===== src/design/ulms_pkg.sv =====
// Purpose: Constants and carriers for the line and modem status block.
// Assumes: Byte-wide register window, one clock at 200 MHz.
// Notes: Receive data line and modem inputs are synchronous to clock.
package ulms_pkg;
    // ------------------------------------------------------------
    // Register map
    // ------------------------------------------------------------
    localparam logic [2:0] ULMS_OFS_LINE_STATUS = 3'h5;
    localparam logic [2:0] ULMS_OFS_MODEM_STATUS = 3'h6;
    localparam logic [7:0] ULMS_LINE_STATUS_RST = 8'h60;
    localparam logic [7:0] ULMS_MODEM_STATUS_RST = 8'h00;
    // Line status field positions
    localparam int ULMS_LS_DR = 0;
    localparam int ULMS_LS_OE = 1;
    localparam int ULMS_LS_PE = 2;
    localparam int ULMS_LS_FE = 3;
    localparam int ULMS_LS_BI = 4;
    localparam int ULMS_LS_THRE = 5;
    localparam int ULMS_LS_TEMT = 6;
    localparam int ULMS_LS_FERR = 7;
    // Modem status field positions
    localparam int ULMS_MS_DCTS = 0;
    localparam int ULMS_MS_DDSR = 1;
    localparam int ULMS_MS_TERI = 2;
    localparam int ULMS_MS_DDCD = 3;
    localparam int ULMS_MS_CTS = 4;
    localparam int ULMS_MS_DSR = 5;
    localparam int ULMS_MS_RI = 6;
    localparam int ULMS_MS_DCD = 7;
    // ------------------------------------------------------------
    // Receive sizing
    // ------------------------------------------------------------
    localparam int ULMS_FIFO_DEPTH = 16;
    localparam int ULMS_PTR_W = 4;
    localparam int ULMS_OVS = 16;
    localparam logic [3:0] ULMS_OVS_MID = 4'h7;
    localparam logic [3:0] ULMS_OVS_LAST = 4'hF;
    localparam logic [1:0] ULMS_PAR_ODD = 2'h0;
    localparam logic [1:0] ULMS_PAR_EVEN = 2'h1;
    localparam logic [1:0] ULMS_PAR_SPACE = 2'h2;
    localparam logic [1:0] ULMS_PAR_MARK = 2'h3;

    // Line format as held by the line control logic outside
    typedef struct packed {
        logic [1:0] word_len;   // 0..3 = 5..8 data bits
        logic two_stop;
        logic par_en;
        logic [1:0] par_mode;
    } ulms_fmt_t;

    // Modem input lines, 1 = active
    typedef struct packed {
        logic dcd;
        logic ri;
        logic dsr;
        logic cts;
    } ulms_modem_t;

    // One received character with its error marks
    typedef struct packed {
        logic [7:0] data;
        logic brk;
        logic fe;
        logic pe;
    } ulms_rx_char_t;
endpackage


===== src/design/ulms_rx_frame.sv =====
// Purpose: Serial receive framer feeding the status logic.
// Assumes: rxd synchronous to clock, bit_tick at 16x baud.
// Notes: Reports one pulse per character or break condition.
`timescale 1ns/1ps
module ulms_rx_frame (
    input wire logic clock,                      // System clock
    input wire logic arst_n,                     // Async reset, low
    input wire logic clk_en,                     // Freeze when low
    input wire logic bit_tick,                   // 16x baud strobe
    input wire logic rxd,                        // Receive data line
    input wire ulms_pkg::ulms_fmt_t fmt,         // Line format
    output ulms_pkg::ulms_rx_char_t char_o,      // Received character
    output logic char_vld,                       // Character pulse
    output logic brk_det                         // Break pulse
);
    import ulms_pkg::*;

    typedef enum logic [1:0] {ULMS_IDLE, ULMS_START, ULMS_BITS, ULMS_STOP} ulms_rx_st_t;

    ulms_rx_st_t st_r;
    logic [3:0] ovs_r;
    logic [3:0] nbit_r;
    logic [8:0] shf_r;
    logic [7:0] data_w;
    logic [3:0] nbits_w;
    logic par_bit_w;
    logic par_exp_w;
    logic all_zero_r;
    logic brk_hold_r;
    logic [3:0] shift_w;
    logic [7:0] mask_w;

    assign nbits_w = {2'h0, fmt.word_len} + 4'h5 + {3'h0, fmt.par_en};
    // Frame enters at bit 8; realign so data sits at bit 0, parity masked off
    assign shift_w = 4'h9 - nbits_w;
    assign mask_w = 8'hFF >> (3'h3 - {1'b0, fmt.word_len});
    assign data_w = 8'(shf_r >> shift_w) & mask_w;
    assign par_bit_w = shf_r[8];
    always_comb begin
        unique case (fmt.par_mode)
            ULMS_PAR_ODD: par_exp_w = ~(^data_w);
            ULMS_PAR_EVEN: par_exp_w = ^data_w;
            ULMS_PAR_SPACE: par_exp_w = 1'b0;
            ULMS_PAR_MARK: par_exp_w = 1'b1;
        endcase
    end

    always_ff @(posedge clock or negedge arst_n) begin
        if (!arst_n) begin
            st_r <= ULMS_IDLE;
            ovs_r <= 4'h0;
            nbit_r <= 4'h0;
            shf_r <= 9'h000;
            all_zero_r <= 1'b0;
            brk_hold_r <= 1'b0;
            char_o <= '0;
            char_vld <= 1'b0;
            brk_det <= 1'b0;
        end else if (clk_en) begin
            char_vld <= 1'b0;
            brk_det <= 1'b0;
            if (bit_tick) begin
                unique case (st_r)
                    ULMS_IDLE: begin
                        ovs_r <= 4'h0;
                        // A held break must return to mark before rearming
                        if (rxd) begin
                            brk_hold_r <= 1'b0;
                        end else if (!brk_hold_r) begin
                            st_r <= ULMS_START;
                        end
                    end
                    ULMS_START: begin
                        ovs_r <= ovs_r + 4'h1;
                        if (ovs_r == ULMS_OVS_MID) begin
                            ovs_r <= 4'h0;
                            nbit_r <= 4'h0;
                            all_zero_r <= 1'b1;
                            st_r <= rxd ? ULMS_IDLE : ULMS_BITS;
                        end
                    end
                    ULMS_BITS: begin
                        ovs_r <= ovs_r + 4'h1;
                        if (ovs_r == ULMS_OVS_LAST) begin
                            shf_r <= {rxd, shf_r[8:1]};
                            all_zero_r <= all_zero_r & ~rxd;
                            nbit_r <= nbit_r + 4'h1;
                            if (nbit_r == nbits_w - 4'h1) begin
                                st_r <= ULMS_STOP;
                            end
                        end
                    end
                    ULMS_STOP: begin
                        ovs_r <= ovs_r + 4'h1;
                        // Second stop bit never sampled
                        if (ovs_r == ULMS_OVS_LAST) begin
                            char_vld <= 1'b1;
                            char_o.fe <= ~rxd;
                            char_o.pe <= fmt.par_en & (par_bit_w != par_exp_w);
                            // Whole frame low: start, data, parity, stop
                            char_o.brk <= all_zero_r & ~rxd;
                            brk_det <= all_zero_r & ~rxd;
                            brk_hold_r <= all_zero_r & ~rxd;
                            char_o.data <= data_w;
                            st_r <= ULMS_IDLE;
                        end
                    end
                endcase
            end
        end
    end
endmodule


===== src/design/ulms_status.sv =====
// Purpose: Line status and modem status registers of the serial port.
// Assumes: Register reads arrive as a one-cycle strobe with offset.
// Notes: Transmit side only reports its empty levels to this block.
`timescale 1ns/1ps
module ulms_status (
    input wire logic clock,                      // System clock
    input wire logic arst_n,                     // Async reset, low
    input wire logic clk_en,                     // Freeze when low
    input wire logic bit_tick,                   // 16x baud strobe
    input wire logic rxd,                        // Receive data line
    input wire ulms_pkg::ulms_fmt_t fmt,         // Line format
    input wire ulms_pkg::ulms_modem_t modem_in,  // Modem lines, 1 active
    input wire logic thr_empty,                  // Holding reg empty
    input wire logic tsr_empty,                  // Shift reg empty
    input wire logic rbr_rd,                     // Receive buffer read
    input wire logic reg_rd,                     // Register read strobe
    input wire logic [2:0] reg_addr,             // Register offset
    output logic [7:0] reg_rdata,                // Read data
    output logic [7:0] line_status,              // Line status view
    output logic [7:0] modem_line_status,        // Modem status view
    output logic [7:0] rx_data,                  // Head of receive FIFO
    output logic rx_data_vld                     // Head valid
);
    import ulms_pkg::*;

    // ------------------------------------------------------------
    // Receive framer and FIFO
    // ------------------------------------------------------------
    ulms_rx_char_t rx_char;
    logic rx_vld;
    logic brk_pulse;

    ulms_rx_frame u_frame (
        .clock(clock),
        .arst_n(arst_n),
        .clk_en(clk_en),
        .bit_tick(bit_tick),
        .rxd(rxd),
        .fmt(fmt),
        .char_o(rx_char),
        .char_vld(rx_vld),
        .brk_det(brk_pulse)
    );

    ulms_rx_char_t mem_r [ULMS_FIFO_DEPTH];
    logic [ULMS_PTR_W:0] wp_r;
    logic [ULMS_PTR_W:0] rp_r;
    logic [ULMS_PTR_W:0] cnt_w;
    logic full_w;
    logic empty_w;
    logic push_w;
    logic pop_w;
    logic [ULMS_FIFO_DEPTH-1:0] err_tag_r;
    logic [ULMS_FIFO_DEPTH-1:0] live_w;

    assign cnt_w = wp_r - rp_r;
    assign empty_w = (cnt_w == '0);
    assign full_w = cnt_w[ULMS_PTR_W];
    // Full FIFO drops the new character; the held ones are kept
    assign push_w = rx_vld & ~full_w;
    assign pop_w = rbr_rd & ~empty_w;

    always_ff @(posedge clock or negedge arst_n) begin
        if (!arst_n) begin
            wp_r <= '0;
            rp_r <= '0;
        end else if (clk_en) begin
            if (push_w) begin
                wp_r <= wp_r + 1'b1;
            end
            if (pop_w) begin
                rp_r <= rp_r + 1'b1;
            end
        end
    end

    always_ff @(posedge clock) begin
        if (clk_en && push_w) begin
            mem_r[wp_r[ULMS_PTR_W-1:0]] <= rx_char;
        end
    end

    // Per-entry error marks and occupancy
    genvar gi;
    generate
        for (gi = 0; gi < ULMS_FIFO_DEPTH; gi++) begin : g_ent
            logic [ULMS_PTR_W-1:0] ofs_w;
            assign ofs_w = ULMS_PTR_W'(gi) - rp_r[ULMS_PTR_W-1:0];
            assign live_w[gi] = ({1'b0, ofs_w} < cnt_w);
            always_ff @(posedge clock or negedge arst_n) begin
                if (!arst_n) begin
                    err_tag_r[gi] <= 1'b0;
                end else if (clk_en && push_w && wp_r[ULMS_PTR_W-1:0] == ULMS_PTR_W'(gi)) begin
                    err_tag_r[gi] <= rx_char.brk | rx_char.fe | rx_char.pe;
                end
            end
        end
    endgenerate

    logic fifo_err_w;
    assign fifo_err_w = |(err_tag_r & live_w);

    // ------------------------------------------------------------
    // Line status flags
    // ------------------------------------------------------------
    logic ls_rd_w;
    logic ms_rd_w;
    logic oe_r;
    logic pe_r;
    logic fe_r;
    logic bi_r;
    logic ferr_r;

    assign ls_rd_w = reg_rd & (reg_addr == ULMS_OFS_LINE_STATUS);
    assign ms_rd_w = reg_rd & (reg_addr == ULMS_OFS_MODEM_STATUS);

    // Set wins over the read-clear in the same cycle
    always_ff @(posedge clock or negedge arst_n) begin
        if (!arst_n) begin
            oe_r <= 1'b0;
            pe_r <= 1'b0;
            fe_r <= 1'b0;
            bi_r <= 1'b0;
        end else if (clk_en) begin
            oe_r <= (rx_vld & full_w) | (oe_r & ~ls_rd_w);
            pe_r <= (push_w & rx_char.pe) | (pe_r & ~ls_rd_w);
            fe_r <= (push_w & rx_char.fe) | (fe_r & ~ls_rd_w);
            bi_r <= brk_pulse | (bi_r & ~ls_rd_w);
        end
    end

    // Sets on any errored byte; drops only after a read with none left
    always_ff @(posedge clock or negedge arst_n) begin
        if (!arst_n) begin
            ferr_r <= 1'b0;
        end else if (clk_en) begin
            if (push_w && (rx_char.brk || rx_char.fe || rx_char.pe)) begin
                ferr_r <= 1'b1;
            end else if (ls_rd_w && !fifo_err_w) begin
                ferr_r <= 1'b0;
            end else if (fifo_err_w) begin
                ferr_r <= 1'b1;
            end
        end
    end

    logic [7:0] ls_w;
    always_comb begin
        ls_w = '0;
        ls_w[ULMS_LS_DR] = ~empty_w;
        ls_w[ULMS_LS_OE] = oe_r;
        ls_w[ULMS_LS_PE] = pe_r;
        ls_w[ULMS_LS_FE] = fe_r;
        ls_w[ULMS_LS_BI] = bi_r;
        ls_w[ULMS_LS_THRE] = thr_empty;
        ls_w[ULMS_LS_TEMT] = thr_empty & tsr_empty;
        ls_w[ULMS_LS_FERR] = ferr_r;
    end

    // ------------------------------------------------------------
    // Modem status
    // ------------------------------------------------------------
    ulms_modem_t mdm_r;
    logic dcts_r;
    logic ddsr_r;
    logic teri_r;
    logic ddcd_r;

    always_ff @(posedge clock or negedge arst_n) begin
        if (!arst_n) begin
            mdm_r <= '0;
        end else if (clk_en) begin
            mdm_r <= modem_in;
        end
    end

    always_ff @(posedge clock or negedge arst_n) begin
        if (!arst_n) begin
            dcts_r <= 1'b0;
            ddsr_r <= 1'b0;
            teri_r <= 1'b0;
            ddcd_r <= 1'b0;
        end else if (clk_en) begin
            dcts_r <= (modem_in.cts ^ mdm_r.cts) | (dcts_r & ~ms_rd_w);
            ddsr_r <= (modem_in.dsr ^ mdm_r.dsr) | (ddsr_r & ~ms_rd_w);
            ddcd_r <= (modem_in.dcd ^ mdm_r.dcd) | (ddcd_r & ~ms_rd_w);
            // Ring flag also clears on read, as the customary port does
            teri_r <= (modem_in.ri & ~mdm_r.ri) | (teri_r & ~ms_rd_w);
        end
    end

    logic [7:0] ms_w;
    always_comb begin
        ms_w = '0;
        ms_w[ULMS_MS_DCTS] = dcts_r;
        ms_w[ULMS_MS_DDSR] = ddsr_r;
        ms_w[ULMS_MS_TERI] = teri_r;
        ms_w[ULMS_MS_DDCD] = ddcd_r;
        ms_w[ULMS_MS_CTS] = mdm_r.cts;
        ms_w[ULMS_MS_DSR] = mdm_r.dsr;
        ms_w[ULMS_MS_RI] = mdm_r.ri;
        ms_w[ULMS_MS_DCD] = mdm_r.dcd;
    end

    // ------------------------------------------------------------
    // Registered outputs
    // ------------------------------------------------------------
    always_ff @(posedge clock or negedge arst_n) begin
        if (!arst_n) begin
            line_status <= ULMS_LINE_STATUS_RST;
            modem_line_status <= ULMS_MODEM_STATUS_RST;
            reg_rdata <= 8'h00;
            rx_data <= 8'h00;
            rx_data_vld <= 1'b0;
        end else if (clk_en) begin
            line_status <= ls_w;
            modem_line_status <= ms_w;
            rx_data <= mem_r[rp_r[ULMS_PTR_W-1:0]].data;
            rx_data_vld <= ~empty_w;
            if (reg_rd) begin
                unique case (reg_addr)
                    ULMS_OFS_LINE_STATUS: reg_rdata <= ls_w;
                    ULMS_OFS_MODEM_STATUS: reg_rdata <= ms_w;
                    default: reg_rdata <= 8'h00;
                endcase
            end
        end
    end
endmodule


===== config.mk =====
export PLATFORM = sky130hd
export DESIGN_NAME = ulms_status
export DESIGN_NICKNAME = d
export VERILOG_FILES = /design/src/design/ulms_pkg.sv /design/src/design/ulms_rx_frame.sv /design/src/design/ulms_status.sv
export SDC_FILE = /design/constraint.sdc
export NUM_CORES = 1
export LEC_CHECK = 0
export BUFFER_PORTS_ARGS = -buffer_cell sky130_fd_sc_hd__clkbuf_2
export CAP_MARGIN = 0
export CORE_MARGIN = 4
export CORE_UTILIZATION = 60
export DETAILED_ROUTE_END_ITERATION = 7
export GPL_TIMING_DRIVEN = 0
export PLACE_DENSITY = 0.78
export SKIP_CTS_REPAIR_TIMING = 1
export SYNTH_ARGS = -nofsm -noshare
export SYNTH_HDL_FRONTEND = slang
export SYNTH_SLANG_ARGS = --single-unit

===== constraint.sdc =====
create_clock -name clock -period 4.8 [get_ports clock]
set_input_delay 0.96 -clock clock [delete_from_list [all_inputs] [get_ports clock]]
set_output_delay 0.96 -clock clock [all_outputs]
set_load 0.01 [all_outputs]

==> flow_metrics.tcl <==
set metrics [dict create \
    result_of_the_run "complete, but fails checks" \
    failed_checks "DRC" \
    synth_enable_flop_cells 128 \
    max_cap_violations 0 \
    antenna-diode-count 0 \
    wire_length_of_the_first_global_routing_pass_mm 36.98 \
    die_ar_sq_um 20040 \
    ioPinCount 55 \
    initial_core_util_pct 61.47 \
    flow.area_growth_from_synthesis_pct 13.91 \
    setup-tns-final_ns 0 \
    cts.sinks 233 \
    worstSetupEndpoint "err_tag_r[3]" \
    synthArstFlopShare_pct 45.06 \
    design_area_sq_um 12190 \
    unrepaired_setup_endpoints_after_global_routing "false" \
    grt_overflow 0 \
    dp_hpwl_mm 15.37 \
    comb_power_share_pct 29.9 \
    synthDistinctLibCells 61 \
    r2r_cells 11 \
    holdCritStartpoint "line_status[6]" \
    crit-reg2reg-capture "err_tag_r[3]" \
    gr-usage-all-layers_pct 23.67 \
    reg2reg_setup_slack_ns 0.27 \
    max_freq_ghz 0.2206 \
    dr.first_iter.drc_count 558 \
    synth-warning-count 0 \
    vdd_drop_max_uv 356.3 \
    fp.coreArea_sq_um 17420 \
    p_leak_nw 5.009 \
    detailroute.via_count 6568 \
    synth_fp_nets 795 \
    grt_start_max_net_pins 106 \
    synth.yosys.seq_area_share_pct 60.47 \
    timing.critical_path.from_type "flop" \
    fin_worst_skew_ns 0.01431 \
    avgRoutedWirePerCell_um 21.97 \
    clock_transition_at_the_registers_of_the_reported_paths_ns 0.06 \
    placed_instance_area_sq_um 11280 \
    cts_root_buf "clkbuf_16" \
    setup_viol_count_final 0 \
    dominantRegCellSynth "edfxtp_1" \
    die_x_um 141.6 \
    detail-route-antenna-nets 0 \
    layout.cells.most_common_list "128 x edfxtp_1, 103 x dfrtp_1, 55 x nand2_1, 55 x mux2_2, 52 x clkbuf_2" \
    cts_buffer_count 24 \
    tritoncts "built" \
    synth_area_per_cell_sq_um 14.49 \
    worstReg2RegStart "rp_r[1]" \
    first_global_vias 6746 \
    power.share.switching_pct 31.63 \
    synth_seq_cells 233 \
    port_buffers 52 \
    kind_of_end_point_of_the_critical_path "flop" \
    cellInternalPower_w 0.004021 \
    power_frac_seq_pct 39.5 \
    gp_congestion 0.9208 \
    route.final.wire_length_mm 23.42 \
    worstPathMaxFanout 10 \
    worst_slew_pin_slew_ns 1.035 \
    maxSlewViolCount 0 \
    switchingPower_w 0.001860 \
    final_common_cell "edfxtp_1" \
    fillCellCount 1167 \
    critical_path_source "rp_r[1]" \
    initial_antenna_violation_count 0 \
    clock_path_buffers 3 \
    syn-instance-count 739 \
    final_period_demand_of_the_worst_path_ns 4.534 \
    finalHoldViolCount 0 \
    first_pass_iters 8 \
    worstSkewPairLatency_ns 0.52 \
    drt-vias-per-instance 6.161 \
    rows 48 \
    final_layout_size_suffix_gt1_share_pct 26.75 \
    worst_hold_path_type "reg2reg" \
    detail_route.drc_violations 1 \
    mappedNetlistArea_sq_um 10710 \
    power_density_nw_per_um2 482.3 \
    fin_util_pct 70.01 \
    required_ns 5.20 \
    fp.dieH_um 141.6 \
    worst_hold_slack_ns 0.4739 \
    final_min_period_over_clock_period_pct 94.46 \
    arrival_ns 4.93 \
    path_class "reg2reg" \
    htree_num_levels 1 \
    nets 879 \
    power_frac_clock_pct 30.7 \
    max-slew-margin-rel_pct 30.48 \
]
-- how the worst min path moves through the flow --
stage                             end  slack, ns  cells past startpoint
floorplan           u_frame.char_o[2]       0.44                      2
global placement    u_frame.char_o[2]       0.45                      2
detailed placement     line_status[6]       0.47                      2
CTS                    line_status[6]       0.47                      2
global route           line_status[6]       0.50                      2
finish                 line_status[6]       0.47                      2
-- stage by stage --
step,worst slack (ns),std cells,power (W)
CTS,-0.5574,1060,0.005891
finish,0.2661,1066,0.005882
global route,0.01471,1066,0.006216
global placement,-0.6697,1016,0.004031
detailed placement,-0.5347,1016,0.004087
floorplan,0.9008,739,0.003639
-- worst max-delay path: stages, from the launching register on --
cell and delay (ns):
dfrtp_1 0.45, clkbuf_1 0.35, clkbuf_2 0.41, inv_1 0.24, fa_1 0.50, a21o_1 0.19, a21oi_1 0.25, xnor2_1 0.36
nor2_4 0.34, nand2_1 0.33, nor3_4 0.57, mux2_2 0.40
-- kinds of logic (layout without fill, tap and decap cells) --
logic type	after synthesis	after routing	synth area share, %
flip-flops	233	233	60.47
multiplexers	109	109	15.90
buffers and inverters	71	173	2.688
AO/OA/AOI/OAI	109	109	6.849
XOR/XNOR	35	35	3.121
adder cells (fa/ha/maj)	42	42	4.792
AND/OR/NAND/NOR	140	140	6.183
-- power by group through the flow --
stage	combinational, W	clock [W]	sequential (W)
global route	0.00195	0.00193	0.00234
detailed placement	0.00173	0	0.00236
finish	0.00176	0.00180	0.00232
CTS	0.00174	0.00183	0.00232
global placement	0.00168	0	0.00235
floorplan	0.00129	0	0.00235
-- metal layers --
metal | GRT usage, % | up-vias | wire length, um
li1 | - | 2943 | -
met1 | 33.10 | 3316 | 9526
met2 | 39.24 | 267 | 11790
met3 | 3.674 | 42 | 1551
met4 | 6.717 | 0 | 548
met5 | 0 | - | 0
-- layout make-up --
type	count	area [sq um]	area share, %
plain buffers	33	146.4	1.200
repair buffers	58	314.1	2.575
clock buffers	33	665.6	5.459
inverters	38	142.6	1.170
well taps	225	281.5	2.309
flip-flops and latches	233	6474	53.09
multi-input cells	435	4069	33.37
clock inverters	11	101.3	0.8311
-- synthesized netlist by cell type (all sizes together) (6+ instances only) --
| cell type | instances | area, sq um |
|---|---|---|
| mux2 | 58 | 653.1 |
| maj3 | 8 | 80.08 |
| mux4 | 43 | 968.4 |
| a22o | 7 | 61.31 |
| a21o | 7 | 52.55 |
| nand3 | 14 | 70.07 |
| nor3 | 12 | 60.06 |
| edfxtp | 128 | 3844 |
| nand2 | 55 | 206.5 |
| xor2 | 8 | 70.07 |
| inv | 38 | 142.6 |
| ha | 33 | 412.9 |
| buf | 11 | 62.56 |
| clkbuf | 22 | 82.58 |
| nor2b | 6 | 37.54 |
| nor2 | 29 | 113.9 |
| o21ai | 38 | 190.2 |
| a222oi | 6 | 60.06 |
| dfrtp | 103 | 2577 |
| nand2b | 6 | 37.54 |
| xnor2 | 25 | 219.0 |
| mux2i | 8 | 80.08 |
| a21oi | 18 | 90.09 |
-- state kept, by name, summed over array words and instances (netlist names), 8 cells and up, named ones only --
signal	count
modem_line_status	8
u_frame.char_o	11
reg_rdata	8
line_status	8
u_frame.shf_r	9
rx_data	8
mem_r	128
err_tag_r	16
Power figures use the tool's default switching activity.
